`src/rtl/nps_map.vh`:
```
// Constants for the host-side command sequencer of the 16-bit erasable memory.
// Assumes a 200 MHz sys_clk; included by bare name from the rtl modules.
`ifndef NPS_MAP_VH
`define NPS_MAP_VH

// Command addresses (word addresses)
`define NPS_ADDR_UNLOCK1   21'h000555
`define NPS_ADDR_UNLOCK2   21'h0002aa
`define NPS_ADDR_ID_MFR    21'h000000
`define NPS_ADDR_ID_DEV    21'h000001
// Command data words
`define NPS_DAT_UNLOCK1    16'h00aa
`define NPS_DAT_UNLOCK2    16'h0055
`define NPS_DAT_PROG       16'h00a0
`define NPS_DAT_ERASE      16'h0080
`define NPS_DAT_CHIP       16'h0010
`define NPS_DAT_ID         16'h0090
`define NPS_DAT_RESET      16'h00f0
// Status bit positions
`define NPS_POLL_BIT       7
`define NPS_TOGGLE_BIT     6
`define NPS_TIMEOUT_BIT    5
// User opcodes
`define NPS_OP_READ        3'h0
`define NPS_OP_PROG        3'h1
`define NPS_OP_ERASE       3'h2
`define NPS_OP_ID          3'h3
`define NPS_OP_RESET       3'h4
`define NPS_OP_ACCPROG     3'h5
// Bus phase timing: at least 60 ns per strobe phase at 5 ns per cycle
`define NPS_PHASE_NS       60
`define NPS_CLK_NS         5
`define NPS_PHASE_CYC      ((`NPS_PHASE_NS + `NPS_CLK_NS - 1) / `NPS_CLK_NS)
`define NPS_CNT_W          4
// Strobe step codes
`define NPS_STEP_SETUP     2'h0
`define NPS_STEP_STROBE    2'h1
`define NPS_STEP_HOLD      2'h2
`define NPS_STEP_W         2

`endif

```
`src/rtl/nps_bus_cycle.v`:
```
// One asynchronous bus cycle (write or read) on the memory pins.
// Assumes the caller holds addr/data/write stable from start until done.
`timescale 1ns/100ps
`include "nps_map.vh"
module nps_bus_cycle (
   input  wire        sys_clk,
   input  wire        rst,
   input  wire        start,     // One-cycle request
   input  wire        isWrite,   // 1 write, 0 read
   input  wire [15:0] pinDataIn, // Synchronised data bus
   output reg         chipSel_n, // Chip select
   output reg         writeEn_n, // Write strobe
   output reg         outEn_n,   // Output enable
   output reg         dataOe,    // High while the host drives data
   output reg  [15:0] readData,  // Captured read word
   output reg         done       // One-cycle completion pulse
);
   reg [`NPS_STEP_W-1:0] step;    // Setup, strobe, hold
   reg [`NPS_CNT_W-1:0]  cnt;     // Cycles left in the phase
   reg                   active;  // Cycle under way
   reg                   wr;      // Latched direction
   // Phase count cut to the counter width on purpose; the count fits in it
   localparam [31:0]           PHASE_FULL = `NPS_PHASE_CYC;
   localparam [`NPS_CNT_W-1:0] PHASE_LOAD = PHASE_FULL[`NPS_CNT_W-1:0];

   // Each phase lasts one cycle more than the phase count, 65 ns at 5 ns per cycle, so the device sees clean edges
   always @(posedge sys_clk or posedge rst) begin
      if (rst) begin
         step      <= `NPS_STEP_SETUP;
         cnt       <= {`NPS_CNT_W{1'b0}};
         active    <= 1'b0;
         wr        <= 1'b0;
         chipSel_n <= 1'b1;
         writeEn_n <= 1'b1;
         outEn_n   <= 1'b1;
         dataOe    <= 1'b0;
         readData  <= 16'h0000;
         done      <= 1'b0;
      end else begin
         done <= 1'b0;
         if (!active) begin
            if (start) begin // Setup: address and select first, strobe later
               active    <= 1'b1;
               wr        <= isWrite;
               step      <= `NPS_STEP_SETUP;
               cnt       <= PHASE_LOAD;
               chipSel_n <= 1'b0;
               dataOe    <= isWrite;
            end
         end else if (cnt != {`NPS_CNT_W{1'b0}}) begin
            cnt <= cnt - 1'b1;
         end else begin
            case (step)
               `NPS_STEP_SETUP: begin // Falling strobe latches the address
                  step      <= `NPS_STEP_STROBE;
                  cnt       <= PHASE_LOAD;
                  writeEn_n <= ~wr;
                  outEn_n   <= wr;
               end
               `NPS_STEP_STROBE: begin // Rising write strobe latches data
                  step      <= `NPS_STEP_HOLD;
                  cnt       <= PHASE_LOAD;
                  writeEn_n <= 1'b1;
                  outEn_n   <= 1'b1;
                  if (!wr)
                     readData <= pinDataIn;
               end
               default: begin // Release the bus
                  active    <= 1'b0;
                  chipSel_n <= 1'b1;
                  dataOe    <= 1'b0;
                  done      <= 1'b1;
               end
            endcase
         end
      end
   end
endmodule // nps_bus_cycle

```
`src/rtl/nps_host_sequencer.v`:
```
// Host-side sequencer that issues program, erase, identify and reset
// command sequences to the 16-bit memory and polls status bits.
// Assumes the memory pins are wired directly; data bus split in/out/enable.
//
// Function
// - Program: two unlocks, setup, address/data
// - Reset pin aborts; host reissues program (abortReq is taken only in idle, so no program is cut short)
// - Accel level only during accelerated program
// - Erase: unlock, 80, unlock, 10
// - Reset pin aborts erase; reissue (abortReq is taken only in idle, so no erase is cut short)
// - Poll the programmed address
// - After timeout host writes reset command
// - Address on falling, data rising strobe
`timescale 1ns/100ps
`include "nps_map.vh"
module nps_host_sequencer (
   input  wire        sys_clk,
   input  wire        rst,
   input  wire        cmdValid,     // One-cycle command request
   input  wire [2:0]  cmdOp,        // Operation code
   input  wire [20:0] cmdAddr,      // Word address for read/program
   input  wire [15:0] cmdData,      // Program data
   input  wire        abortReq,     // Pulse the device reset pin
   input  wire [15:0] memDataIn,    // Data bus from pins
   output reg         cmdReady,     // Idle, accepts a command
   output reg         cmdDone,      // One-cycle completion pulse
   output reg         cmdFail,      // Timeout flag seen or poll bit mismatch at the end, with cmdDone
   output reg  [15:0] rdData,       // Read or ID result
   output reg  [20:0] memAddr,      // Address pins
   output reg  [15:0] memDataOut,   // Data bus drive value
   output reg         memDataOe,    // Data bus driven
   output reg         memChipSel_n, // Chip select
   output reg         memWriteEn_n, // Write strobe
   output reg         memOutEn_n,   // Output enable
   output reg         memReset_n,   // Hardware reset pin
   output reg         accelHigh     // Drive the accelerate pin to the high level
);
   localparam ST_IDLE  = 3'h0; // Waiting for a command
   localparam ST_WR    = 3'h1; // Issuing write cycles
   localparam ST_POLL  = 3'h2; // Status polling reads
   localparam ST_READ  = 3'h3; // Single data read
   localparam ST_ABORT = 3'h4; // Holding the reset pin
   // Reset pin count cut to the counter width on purpose; the count fits in it
   localparam [31:0]           PHASE_FULL = `NPS_PHASE_CYC;
   localparam [`NPS_CNT_W-1:0] PHASE_LOAD = PHASE_FULL[`NPS_CNT_W-1:0];

   reg [15:0] dSync1;            // First sync stage, read only by dSync2
   reg [15:0] dSync2;            // Second sync stage
   reg [2:0]  state;             // Main state
   reg [2:0]  op;                // Latched operation
   reg [2:0]  idx;               // Write cycle index
   reg [20:0] tgtAddr;           // Latched target address
   reg [15:0] tgtData;           // Latched program data
   reg        busStart;          // Start one bus cycle
   reg        busWrite;          // Direction of that cycle
   reg        havePrev;          // A previous poll read exists
   reg        prevToggle;        // Toggle bit of the previous poll read
   reg        prevTimeout;       // Timeout bit of the previous poll read
   reg [`NPS_CNT_W-1:0] rstCnt;  // Reset pin low time
   wire        busDone;          // Bus cycle complete
   wire [15:0] busRead;          // Bus cycle read word
   wire        cycChipSel_n;
   wire        cycWriteEn_n;
   wire        cycOutEn_n;
   wire        cycDataOe;

   // Number of write cycles for an operation
   function [2:0] seqLen;
      input [2:0] o;
      begin
         case (o)
            `NPS_OP_PROG:    seqLen = 3'h4;
            `NPS_OP_ACCPROG: seqLen = 3'h2;
            `NPS_OP_ERASE:   seqLen = 3'h6;
            `NPS_OP_ID:      seqLen = 3'h3;
            default:         seqLen = 3'h1; // Reset command alone
         endcase
      end
   endfunction

   // Address and data of write cycle i of operation o
   function [36:0] seqWord;
      input [2:0]  o;
      input [2:0]  i;
      input [20:0] a;
      input [15:0] d;
      reg   [2:0]  j;
      begin
         j = (o == `NPS_OP_ACCPROG) ? i + 3'h2 : i; // unlocks skipped
         case (j)
            3'h0: seqWord = {`NPS_ADDR_UNLOCK1, `NPS_DAT_UNLOCK1};
            3'h1: seqWord = {`NPS_ADDR_UNLOCK2, `NPS_DAT_UNLOCK2};
            3'h2: seqWord = {`NPS_ADDR_UNLOCK1,
                             (o == `NPS_OP_ERASE) ? `NPS_DAT_ERASE :
                             (o == `NPS_OP_ID) ? `NPS_DAT_ID : `NPS_DAT_PROG};
            3'h3: seqWord = (o == `NPS_OP_ERASE) ? {`NPS_ADDR_UNLOCK1, `NPS_DAT_UNLOCK1}
                                                  : {a, d}; // Program address and data
            3'h4: seqWord = {`NPS_ADDR_UNLOCK2, `NPS_DAT_UNLOCK2};
            default: seqWord = {`NPS_ADDR_UNLOCK1, `NPS_DAT_CHIP};
         endcase
         if (o == `NPS_OP_RESET)
            seqWord = {a, `NPS_DAT_RESET}; // Any address takes the reset command
      end
   endfunction

   nps_bus_cycle uCycle (
      .sys_clk   (sys_clk),
      .rst       (rst),
      .start     (busStart),
      .isWrite   (busWrite),
      .pinDataIn (dSync2),
      .chipSel_n (cycChipSel_n),
      .writeEn_n (cycWriteEn_n),
      .outEn_n   (cycOutEn_n),
      .dataOe    (cycDataOe),
      .readData  (busRead),
      .done      (busDone)
   );

   // Data pins come from another domain; two flops before use
   always @(posedge sys_clk or posedge rst) begin
      if (rst) begin
         dSync1 <= 16'h0000;
         dSync2 <= 16'h0000;
      end else begin
         dSync1 <= memDataIn;
         dSync2 <= dSync1;
      end
   end

   // Strobes re-registered so every top output is a flop
   always @(posedge sys_clk or posedge rst) begin
      if (rst) begin
         memChipSel_n <= 1'b1;
         memWriteEn_n <= 1'b1;
         memOutEn_n   <= 1'b1;
         memDataOe    <= 1'b0;
      end else begin
         memChipSel_n <= cycChipSel_n;
         memWriteEn_n <= cycWriteEn_n;
         memOutEn_n   <= cycOutEn_n;
         memDataOe    <= cycDataOe;
      end
   end

   // Main command sequencer
   always @(posedge sys_clk or posedge rst) begin
      if (rst) begin
         state      <= ST_IDLE;
         op         <= `NPS_OP_READ;
         idx        <= 3'h0;
         tgtAddr    <= 21'h000000;
         tgtData    <= 16'h0000;
         busStart   <= 1'b0;
         busWrite   <= 1'b0;
         havePrev   <= 1'b0;
         prevToggle <= 1'b0;
         prevTimeout <= 1'b0;
         rstCnt     <= {`NPS_CNT_W{1'b0}};
         cmdReady   <= 1'b1;
         cmdDone    <= 1'b0;
         cmdFail    <= 1'b0;
         rdData     <= 16'h0000;
         memAddr    <= 21'h000000;
         memDataOut <= 16'h0000;
         memReset_n <= 1'b1;
         accelHigh  <= 1'b0;
      end else begin
         busStart <= 1'b0;
         cmdDone  <= 1'b0;
         case (state)
            ST_IDLE: begin
               cmdReady <= 1'b1;
               if (abortReq) begin // Pin reset taken only here in idle, never during an operation
                  state      <= ST_ABORT;
                  cmdReady   <= 1'b0;
                  memReset_n <= 1'b0;
                  rstCnt     <= PHASE_LOAD;
               end else if (cmdValid) begin
                  op       <= cmdOp;
                  tgtAddr  <= cmdAddr;
                  tgtData  <= cmdData;
                  cmdReady <= 1'b0;
                  cmdFail  <= 1'b0;
                  idx      <= 3'h0;
                  havePrev <= 1'b0;
                  prevTimeout <= 1'b0;
                  // Accel level raised only for accelerated program
                  accelHigh <= (cmdOp == `NPS_OP_ACCPROG);
                  if (cmdOp == `NPS_OP_READ) begin
                     state    <= ST_READ;
                     memAddr  <= cmdAddr;
                     busWrite <= 1'b0;
                     busStart <= 1'b1;
                  end else begin
                     state <= ST_WR;
                     {memAddr, memDataOut} <= seqWord(cmdOp, 3'h0, cmdAddr, cmdData);
                     busWrite <= 1'b1;
                     busStart <= 1'b1;
                  end
               end
            end
            ST_WR: if (busDone) begin
               if (idx + 3'h1 < seqLen(op)) begin // Cycles in fixed order
                  idx      <= idx + 3'h1;
                  {memAddr, memDataOut} <= seqWord(op, idx + 3'h1, tgtAddr, tgtData);
                  busStart <= 1'b1;
               end else if (op == `NPS_OP_ID || op == `NPS_OP_RESET) begin
                  state   <= ST_READ; // ID mode: read code at given address
                  memAddr <= (op == `NPS_OP_ID) ? tgtAddr : memAddr;
                  busWrite <= 1'b0;
                  busStart <= 1'b1;
               end else begin
                  // Polling begins only after the last write strobe rose
                  state    <= ST_POLL;
                  memAddr  <= (op == `NPS_OP_ERASE) ? memAddr : tgtAddr;
                  busWrite <= 1'b0;
                  busStart <= 1'b1;
               end
            end
            ST_POLL: if (busDone) begin
               havePrev   <= 1'b1;
               prevToggle <= busRead[`NPS_TOGGLE_BIT];
               prevTimeout <= busRead[`NPS_TIMEOUT_BIT];
               // Device runs its own algorithm; host only reads
               if (havePrev && busRead[`NPS_TOGGLE_BIT] == prevToggle) begin
                  // Toggle stopped: device back in array read
                  state     <= ST_IDLE;
                  accelHigh <= 1'b0;
                  cmdDone   <= 1'b1;
                  rdData    <= busRead;
                  // Poll bit true value / erase gives 1 0->1 not possible
                  cmdFail   <= (op == `NPS_OP_ERASE) ? ~busRead[`NPS_POLL_BIT]
                                : (busRead[`NPS_POLL_BIT] != tgtData[`NPS_POLL_BIT]);
               end else if (busRead[`NPS_TIMEOUT_BIT] && prevTimeout && havePrev) begin
                  // Bit 5 on two status reads in a row: a finished word whose own
                  // bit 5 is set must not pass for a timeout
                  // Timeout: issue reset command before anything else
                  state     <= ST_WR;
                  op        <= `NPS_OP_RESET;
                  idx       <= 3'h0;
                  cmdFail   <= 1'b1;
                  accelHigh <= 1'b0;
                  memDataOut <= `NPS_DAT_RESET;
                  busWrite  <= 1'b1;
                  busStart  <= 1'b1;
               end else begin
                  busStart <= 1'b1; // Device ignores writes now
               end
            end
            ST_READ: if (busDone) begin
               state   <= ST_IDLE;
               rdData  <= busRead;
               cmdDone <= 1'b1;
            end
            ST_ABORT: begin // Hold the reset pin, then restart clean
               accelHigh <= 1'b0;
               if (rstCnt != {`NPS_CNT_W{1'b0}}) begin
                  rstCnt <= rstCnt - 1'b1;
               end else begin
                  memReset_n <= 1'b1;
                  state      <= ST_IDLE;
               end
            end
            default: state <= ST_IDLE;
         endcase
      end
   end
endmodule // nps_host_sequencer

```
`config.mk`:
```
export PLATFORM = sky130hd
export DESIGN_NAME = nps_host_sequencer
export DESIGN_NICKNAME = d
export VERILOG_FILES = /design/src/rtl/nps_bus_cycle.v /design/src/rtl/nps_host_sequencer.v
export VERILOG_INCLUDE_DIRS = /design/src /design/src/rtl
export SDC_FILE = /design/constraint.sdc
export NUM_CORES = 1
export LEC_CHECK = 0
export BUFFER_PORTS_ARGS = -buffer_cell sky130_fd_sc_hd__buf_2
export CAP_MARGIN = 20
export CORE_ASPECT_RATIO = 0.8
export CORE_MARGIN = 3
export CORE_UTILIZATION = 39
export CTS_CLUSTER_DIAMETER = 100
export DETAILED_ROUTE_END_ITERATION = 12
export PLACE_DENSITY = 0.67
export SYNTH_ARGS = -nofsm -noshare
export SYNTH_HDL_FRONTEND = slang
export SYNTH_SLANG_ARGS = --single-unit
```
`constraint.sdc`:
```
create_clock -name sys_clk -period 6.9 [get_ports sys_clk]
set_clock_uncertainty 0.05 [all_clocks]
set_input_delay 0.345 -clock sys_clk [delete_from_list [all_inputs] [get_ports sys_clk]]
set_output_delay 0.345 -clock sys_clk [all_outputs]
set_load 0.05 [all_outputs]
```
==> results of run 1 <==
==> kinds of logic (layout without fill, tap and decap cells) <==
kind of cell | Yosys count | count (layout)
AO/OA/AOI/OAI | 134 | 134
XOR/XNOR | 7 | 7
adder cells (fa/ha/maj) | 4 | 4
buffers and inverters | 51 | 198
flip-flops | 178 | 178
multiplexers | 93 | 93
AND/OR/NAND/NOR | 153 | 153
==> power breakdown <==
part	switching (mW)	internal, mW
registers	0.275	1.42
logic	1.30	0.615
clock network	0.472	0.528
==> Yosys cell counts (all sizes together), types with 6 or more instances <==
master / n / share of area, %
nand2: 69 / 3.5
o32ai: 6 / 0.70
nor3: 10 / 0.87
nand2b: 6 / 0.50
o21ai: 42 / 2.8
a221oi: 7 / 1.1
dfstp: 8 / 2.8
mux2i: 11 / 1.5
inv: 23 / 1.2
mux2: 82 / 12
dfrtp: 170 / 57
xnor2: 6 / 0.70
clkbuf: 14 / 0.72
nor2: 34 / 1.7
a21oi: 26 / 1.7
buf: 14 / 0.95
nor2b: 8 / 0.67
a32oi: 11 / 1.3
a31oi: 6 / 0.70
a22oi: 6 / 0.60
==> through the flow <==
stage	area, µm²	total power, mW	setup WS, ps
floorplan	7470	3.14	1690
detailed placement	8340	3.61	3220
global route	9130	4.89	2880
CTS	9130	4.64	3190
global placement	8340	3.59	3260
finish	9130	4.61	3200
==> worst register-to-register path: cells and delay by family (launching register included) <==
kind | cells | cell delay, ps
fa+ha+maj | 2 | 1030
simple gates | 1 | 120
mux | 1 | 430
compound gates | 3 | 1430
flops | 1 | 530
==> cell usage in the layout (no fill, tap or decap), types with 6 or more instances in the layout <==
cell type,count
a21oi_1,26
a22oi_1,6
a32oi_1,11
buf_2,121
buf_4,6
clkbuf_16,17
dfrtp_1,170
dfstp_2,8
dlygate4sd3_1,16
inv_1,22
inv_6,6
mux2_2,80
mux2i_1,11
nand2_1,68
nand2b_1,6
nor2_1,33
nor2b_1,8
nor3_1,6
o21ai_0,38
o32ai_1,6
xnor2_1,6
==> area by class of cell <==
class                      count  share of cell area, %
sequential                   178                   48.9
multi-input combinational    391                   30.9
timing repair buffer         143                   8.89
clock buffer                  17                   4.66
tap                          253                   3.47
clock inverter                15                   2.21
inverter                      23                   1.00
==> routing by layer <==
layer / GRT usage [%] / vias to the layer above / part of all wire [%]
li1: - / 2479 / -
met1: 23.1 / 2586 / 49
met2: 22.6 / 165 / 43
met3: 5.30 / 19 / 6.8
met4: 4.81 / 2 / 1.3
met5: 0 / - / 0.043
==> sequential cells by signal (all words and copies together), names as in the netlist, 2 cells and up <==
name / count
op: 3
uCycle.step: 2
dSync1: 16
uCycle.readData: 16
tgtAddr: 21
memAddr: 21
state: 3
tgtData: 16
idx: 3
uCycle.cnt: 4
memDataOut: 16
dSync2: 16
rstCnt: 4
rdData: 16
==> worst paths after layout <==
check / slack, ps / startpoint / end / cells after the start
worst max-delay path: 3200 / idx[0]$_DFFE_PP0P_ / memDataOut[5]$_DFFE_PP0P_ / 7
worst min-delay path: 40 / rst / rdData[2]$_DFFE_PP0P_ / 2
worst max register to register: 3200 / idx[0]$_DFFE_PP0P_ / memDataOut[5]$_DFFE_PP0P_ / 7
worst min register to register: 300 / dSync1[0]$_DFF_PP0_ / dSync2[0]$_DFF_PP0_ / 0
max in group asynchronous: 5300 / rst / memDataOut[7]$_DFFE_PP0P_ / 3
min in group sys_clk: 90 / abortReq / memReset_n$_DFFE_PP1P_ / 2
==> impl_metrics.yaml, run 1 <==
synthesis:
  synthSimpleGateAreaFrac_pct: 9.68
  synth_mux_area_share_pct: 13.8
  async_reset_ff_share_pct: 100
  syn-cell-area_um2: 7470
  synth_fa_ha_area_share_pct: 0.670
  ys.flop_type: "dfrtp_1"
  seq_area_frac_synth_pct: 59.8
  synth_nets: 684
  synth_top_family_by_area: "multiplexers"
  ys_types: 62
  synth_compound_area_share_pct: 12.4
  synthCells: 620
  synth_area_per_cell_um2: 12.0
  synth_xor_xnor_area_share_pct: 0.821
  synth_edf_count: 0
  ys_ff_latch: 178
  yosys_warnings: 0
cts:
  h-tree-depth: 4
  insertion_delay_ps: 430
  clk_pin_slew_ps: 80
  cts_hold_buf: 16
  postCtsSetupBuffers: 0
  cts_buffers: 17
  cts.repair.resized: 0
  root_buffer: "clkbuf_16"
  clock-sinks: 178
  cts_buffer_depth: 2
  cts_tree: "yes"
cells_and_area:
  instances_no_fill: 1020
  seqCellArea_um2: 4460
  fillCellCount: 1652
  finish.utilization_pct: 49.5
  multi_input_area_um2: 2820
  area_delta_synth_final_pct: 22.2
  nNetsFinal: 818
  antennaDiodeCount: 0
  drive_gt1_share_pct: 34.6
critical_path:
  path_common_cell: "ha_1"
  slowest_delay_ps: 910
  crit_required_ps: 7160
  critical_path.cell_chain: "ha_1, ha_1, a21o_1, a31oi_4, nor2_2, a221oi_4, mux2_2"
  cp-start-kind: "flop"
  crit_buf_inv: 0
  worstSetupPathType: "reg2reg"
  crit_family: "compound AO/OA/AOI/OAI gates"
  worstPathMaxFanout: 17
  cpMaxStageDelayCell: "a221oi_4"
  critPathArrivalTime_ps: 3970
  critPathCaptureType: "flop"
routing:
  drc: 0
  antenna_left: 0
  drt_iter0_markers: 357
  routed-via-count: 5251
  drtPass1Iterations: 6
  via_per_inst: 5.15
  wl_per_cell_um: 16.1
  routed_wl_um: 16400
timing:
  slew_viol_final: 0
  fin_setup_tns_ps: 0
  period_needed_ps: 3700
  max_freq_ghz: 0.270
  period_share_pct: 53.7
  finalHoldViolCount: 0
  worst_pin_slew_ps: 1060
  finalSetupViolations: 0
  finalHoldWorstSlack_ps: 38.1
  rsz0062_at_grt: "false"
  timing.slew.headroom_pct: 29.2
floorplanning:
  die_w_um: 161
  core_area_um2: 18400
  ioPinCount: 122
  start_util_pct: 40.5
  die_area_um2: 20900
  die_h_um: 130
  num_rows: 44
global_routing:
  grt_pass1_wl_um: 26300
  grt_max_degree: 110
  overflow: 0
  antenna_found_initial: 1
  grt_util_all_layers_pct: 15.9
  grt_pass1_vias: 4918
placed_design:
  port_buffers: 121
  numPlacedInstances: 972
  gp_congestion: 0.874
  dp_hpwl_um: 11000
flow_run:
  drv_cap: 0
status:
  status: "completed"
power_and_ir_drop:
  peakVddDrop_mv: 0.273
  p_leak_nw: 4.10
  p_per_area_nw_per_um2: 505
worst_hold_path:
  worstHoldPathType: "in2async"
Power figures use the tool's default switching activity.
==> run 2, diff against run 1 <==
- PLACE_DENSITY: 0.67 -> 0.69
- clock period: 6.9 -> 3.4 ns (I/O delays scaled with it)
==> run 2 against run 1 <==
Net effect:
- sequential power grew 100%
- core utilization grew 2.7 points
- cell count grew 4.9%
- clock power grew 98%
- largest cell class unchanged
- via count grew 3.1%
- non-clock buffer count grew 49
- die area is the same
- largest power group unchanged
- routed wire length grew 1.4%
==> impl_metrics.yaml, run 2 (synthesis gave the netlist of run 1 again) <==
cells_and_area:
  top_regs: "memAddr: 21 flops, tgtAddr: 21 flops"
  layout_common_cells: "170 x dfrtp_1, 121 x buf_2, 80 x mux2_2"
  area_delta_synth_final_pct: 28.8
  drive_gt1_share_pct: 33.6
  nNetsFinal: 867
  instances_no_fill: 1070
  final_common_cell: "dfrtp_1"
critical_path:
  crit_required_ps: 3660
  slowest_delay_ps: 520
  cpMaxStageDelayCell: "dfrtp_1"
  critical_path.cell_chain: "nor2b_1, nor2_1, ha_1, a21o_1, a31oi_4, nor2_2, a221oi_4, buf_12, mux2_2"
  crit_family: "compound AO/OA/AOI/OAI gates"
  critPathCaptureType: "flop"
  crit_buf_inv: 1
  critPathArrivalTime_ps: 3300
  cp-start-kind: "flop"
  worstPathMaxFanout: 11
  worstSetupPathType: "reg2reg"
routing:
  drc: 0
  routed_wl_um: 16700
  via_per_inst: 5.06
  wl_per_cell_um: 15.6
  routed-via-count: 5415
  drt_iter0_markers: 343
  drtPass1Iterations: 6
  antenna_left: 0
placed_design:
  gp_congestion: 0.813
  port_buffers: 121
  dp_hpwl_um: 11100
  numPlacedInstances: 980
timing:
  rsz0062_at_grt: "false"
  fin_setup_tns_ps: 0
  finalHoldViolCount: 0
  finalHoldWorstSlack_ps: 65.5
  timing.slew.headroom_pct: 30.0
  period_needed_ps: 3040
  finalSetupViolations: 0
  worst_pin_slew_ps: 1050
  slew_viol_final: 0
  period_share_pct: 89.4
  max_freq_ghz: 0.329
floorplanning:
  num_rows: 44
  die_h_um: 130
  core_area_um2: 18400
  die_area_um2: 20900
  start_util_pct: 40.5
  die_w_um: 161
  ioPinCount: 122
global_routing:
  grt_util_all_layers_pct: 17.0
  overflow: 0
  antenna_found_initial: 0
  grt_pass1_wl_um: 28400
  grt_max_degree: 78
  grt_pass1_vias: 5487
power_and_ir_drop:
  p_leak_nw: 4.32
  peakVddDrop_mv: 0.573
  p_per_area_nw_per_um2: 974
  design_power_total_mw: 9.37
status:
  status: "completed"
cts:
  cts.repair.resized: 0
  insertion_delay_ps: 430
  clk_pin_slew_ps: 70
  cts_tree: "yes"
  cts_buffer_depth: 2
  root_buffer: "clkbuf_16"
  clock-sinks: 178
  cts_buffers: 17
  h-tree-depth: 4
worst_hold_path:
  worstHoldPathType: "in2reg"
flow_run:
  drv_cap: 0
==> run 2: final cells by class <==
class                      instances  area [µm²]
multi-input combinational        391        2820
clock buffer                      19         453
timing repair buffer             192        1320
inverter                          23        90.1
antenna                            1        2.50
sequential                       178        4460
clock inverter                    13         163
fill                            1593        8820
tap                              253         317
==> run 2: metrics by stage <==
step	cell area [µm²]	setup WS [ps]	utilization, %
after floorplan	7470	398	-
after global placement	8420	331	45.7
after detailed placement	8420	215	45.7
after CTS	9600	202	52.0
after global routing	9620	145	52.2
final	9620	362	52.2
==> run 2: path summary, 6_finish.rpt <==
path | from | end | slack, ps | cells past startpoint
max | op[1]$_DFFE_PP0P_ | memDataOut[5]$_DFFE_PP0P_ | 360 | 9
min | cmdOp[1] | op[1]$_DFFE_PP0P_ | 70 | 2
max reg2reg | op[1]$_DFFE_PP0P_ | memDataOut[5]$_DFFE_PP0P_ | 360 | 9
min reg2reg | dSync1[4]$_DFF_PP0_ | dSync2[4]$_DFF_PP0_ | 300 | 0
max in group asynchronous | rst | memReset_n$_DFFE_PP1P_ | 2010 | 4
min in group asynchronous | rst | dSync1[0]$_DFF_PP0_ | 400 | 3
==> run 2: where the power goes <==
group	switching, mW	internal [mW]	leakage, nW
Sequential	0.517	2.88	2.16
Clock	0.944	1.03	0.296
Combinational	2.68	1.32	1.86
==> run 2: what timing repair did <==
item | in CTS | in global routing
hold buffers | 56 | 0
endpoints found under the hold margin | 102 | 0
setup endpoints to repair | 0 | 8
buffers inserted | 0 | 1
==> run 2: per-layer routing <==
metal	share of wire [%]	routed length, µm	track usage [%]
met1	46	7720	23.8
met2	47	7790	26.7
met3	5.5	918	4.16
met4	1.6	259	4.86
met5	0	0	0
==> run 3, diff against run 2 <==
==> constraint.sdc (replaced) <==
create_clock -name sys_clk -period 3.4 [get_ports sys_clk]
set_clock_uncertainty 0.05 [all_clocks]
set_input_delay 0.85 -clock sys_clk [delete_from_list [all_inputs] [get_ports sys_clk]]
set_output_delay 0.85 -clock sys_clk [all_outputs]
set_load 0.05 [all_outputs]
==> run 3 against run 2 <==
Net effect:
- first-iteration DRC count increased by 11%
- fmax rose by 0.58%
- hold slack better by 240 ps
- sequential cell count is the same
- cell area decreased by 5.6%
- critical path depth is the same
- count of clock-buffer cells in the layout down 2
- power is essentially flat
- register-to-register slack better by 20 ps
- core utilization is 2.9 points lower
==> impl_metrics.yaml, run 3 (synthesis gave the netlist of run 1 again) <==
status:
  status: "completed"
cts:
  h-tree-depth: 4
  cts_buffer_depth: 2
  clk_pin_slew_ps: 80
  cts_buffers: 17
  cts_hold_buf: 0
  cts_tree: "yes"
  root_buffer: "clkbuf_16"
  cts.repair.resized: 0
  clock-sinks: 178
  insertion_delay_ps: 430
worst_hold_path:
  worstHoldPathType: "reg2reg"
routing:
  drtPass1Iterations: 4
  drc: 0
  wl_per_cell_um: 15.9
  routed-via-count: 5213
  antenna_left: 0
  routed_wl_um: 16100
  via_per_inst: 5.13
  drt_iter0_markers: 381
placed_design:
  dp_hpwl_um: 11200
  port_buffers: 121
  numPlacedInstances: 983
  gp_congestion: 0.836
  placed_area_um2: 8430
critical_path:
  critPathArrivalTime_ps: 3280
  critical_path.cell_chain: "nor2b_1, nor2_1, ha_1, a21o_1, a31oi_4, nor2_2, a221oi_4, buf_12, mux2_2"
  worstPathMaxFanout: 11
  worstSetupPathType: "reg2reg"
  cpMaxStageDelayCell: "dfrtp_1"
  critPathCaptureType: "flop"
  crit_required_ps: 3660
  slowest_delay_ps: 530
  cp-start-kind: "flop"
global_routing:
  grt_pass1_vias: 5298
  grt_max_degree: 118
  antenna_found_initial: 0
  grt_pass1_wl_um: 27000
  grt_util_all_layers_pct: 16.2
  overflow: 0
cells_and_area:
  area_delta_synth_final_pct: 21.6
  layout_common_cells: "170 x dfrtp_1, 121 x buf_2, 80 x mux2_2"
  instances_no_fill: 1016
  final_common_cell: "dfrtp_1"
  final_area_um2: 9080
  nNetsFinal: 814
  drive_gt1_share_pct: 36.3
  top_regs: "memAddr: 21 flops, tgtAddr: 21 flops"
  antennaDiodeCount: 0
timing:
  finalHoldViolCount: 0
  rsz0062_at_grt: "false"
  worst_pin_slew_ps: 781
  finalSetupViolations: 0
  max_freq_ghz: 0.331
  period_share_pct: 88.9
  timing.slew.headroom_pct: 47.9
  slew_viol_final: 0
  period_needed_ps: 3020
  fin_setup_tns_ps: 0
floorplanning:
  die_w_um: 161
  ioPinCount: 122
  die_area_um2: 20900
  num_rows: 44
  core_area_um2: 18400
  die_h_um: 130
  start_util_pct: 40.5
flow_run:
  drv_cap: 0
power_and_ir_drop:
  peakVddDrop_mv: 0.530
  p_leak_nw: 4.09
  p_per_area_nw_per_um2: 1030
-- run 3: cell types whose count changed in the layout (fill, tap and decap cells not counted), sizes merged --
cell	previous run	this run
inv	28	27
clkinv	6	9
buf	136	139
clkbuf	19	17
dlygate4sd3	56	0
diode	1	0
-- run 3: area by class of cell --
cell class	count	area, µm²
clock buffer	17	425
tap	253	317
inverter	23	90.1
sequential	178	4460
timing repair buffer	139	766
fill	1650	9360
multi-input combinational	391	2820
clock inverter	15	203
-- run 3: routing by layer --
layer | wire length (µm) | vias to the layer above | GRT usage, %
met5 | 0 | - | 0
met1 | 7820 | 2592 | 23.1
met2 | 7330 | 115 | 24.6
met4 | 276 | 0 | 5.97
li1 | - | 2486 | -
met3 | 696 | 20 | 3.65
-- run 3: final timing paths --
check,cells after the start,slack [ps],start,end
max,9,380,op[1]$_DFFE_PP0P_,memDataOut[3]$_DFFE_PP0P_
min,0,300,dSync1[1]$_DFF_PP0_,dSync2[1]$_DFF_PP0_
max reg2reg,9,380,op[1]$_DFFE_PP0P_,memDataOut[3]$_DFFE_PP0P_
min reg2reg,0,300,dSync1[1]$_DFF_PP0_,dSync2[1]$_DFF_PP0_
max in group asynchronous,3,2110,rst,tgtData[4]$_DFFE_PP0P_
min in group asynchronous,3,550,rst,dSync2[0]$_DFF_PP0_
-- run 3: report_power, final --
part / total [mW] / switching [mW] / leakage [nW] / internal (mW)
combinational: 3.98 / 2.69 / 1.64 / 1.30
sequential: 3.38 / 0.500 / 2.16 / 2.88
clock: 2.00 / 0.991 / 0.297 / 1.01
total: 9.37 / 4.18 / 4.09 / 5.19
-- run 3: stage by stage --
stage	util, %	setup slack (ps)	power (mW)	hold WS, ps
2_1_floorplan	-	226	6.38	281
3_3_place_gp	45.7	327	7.31	283
3_5_place_dp	45.7	173	7.38	285
4_1_cts	49.1	190	9.42	303
5_1_grt	49.2	146	9.97	305
6_report	49.2	379	9.37	301
-- run 3: critical path, delay by kind of cell (launching register included) --
kind | cells | cell delay, ps
AO/OA/AOI/OAI | 3 | 920
adder cells (fa/ha/maj) | 1 | 320
buffers and inverters | 1 | 170
flip-flops | 1 | 530
multiplexers | 1 | 330
AND/OR/NAND/NOR | 3 | 590
-- run 3: repair_timing --
item / 4_1_cts / 5_1_grt
setup endpoints to repair: 0 / 8
endpoints found under the hold margin: 0 / 0
buffers inserted: 0 / 1
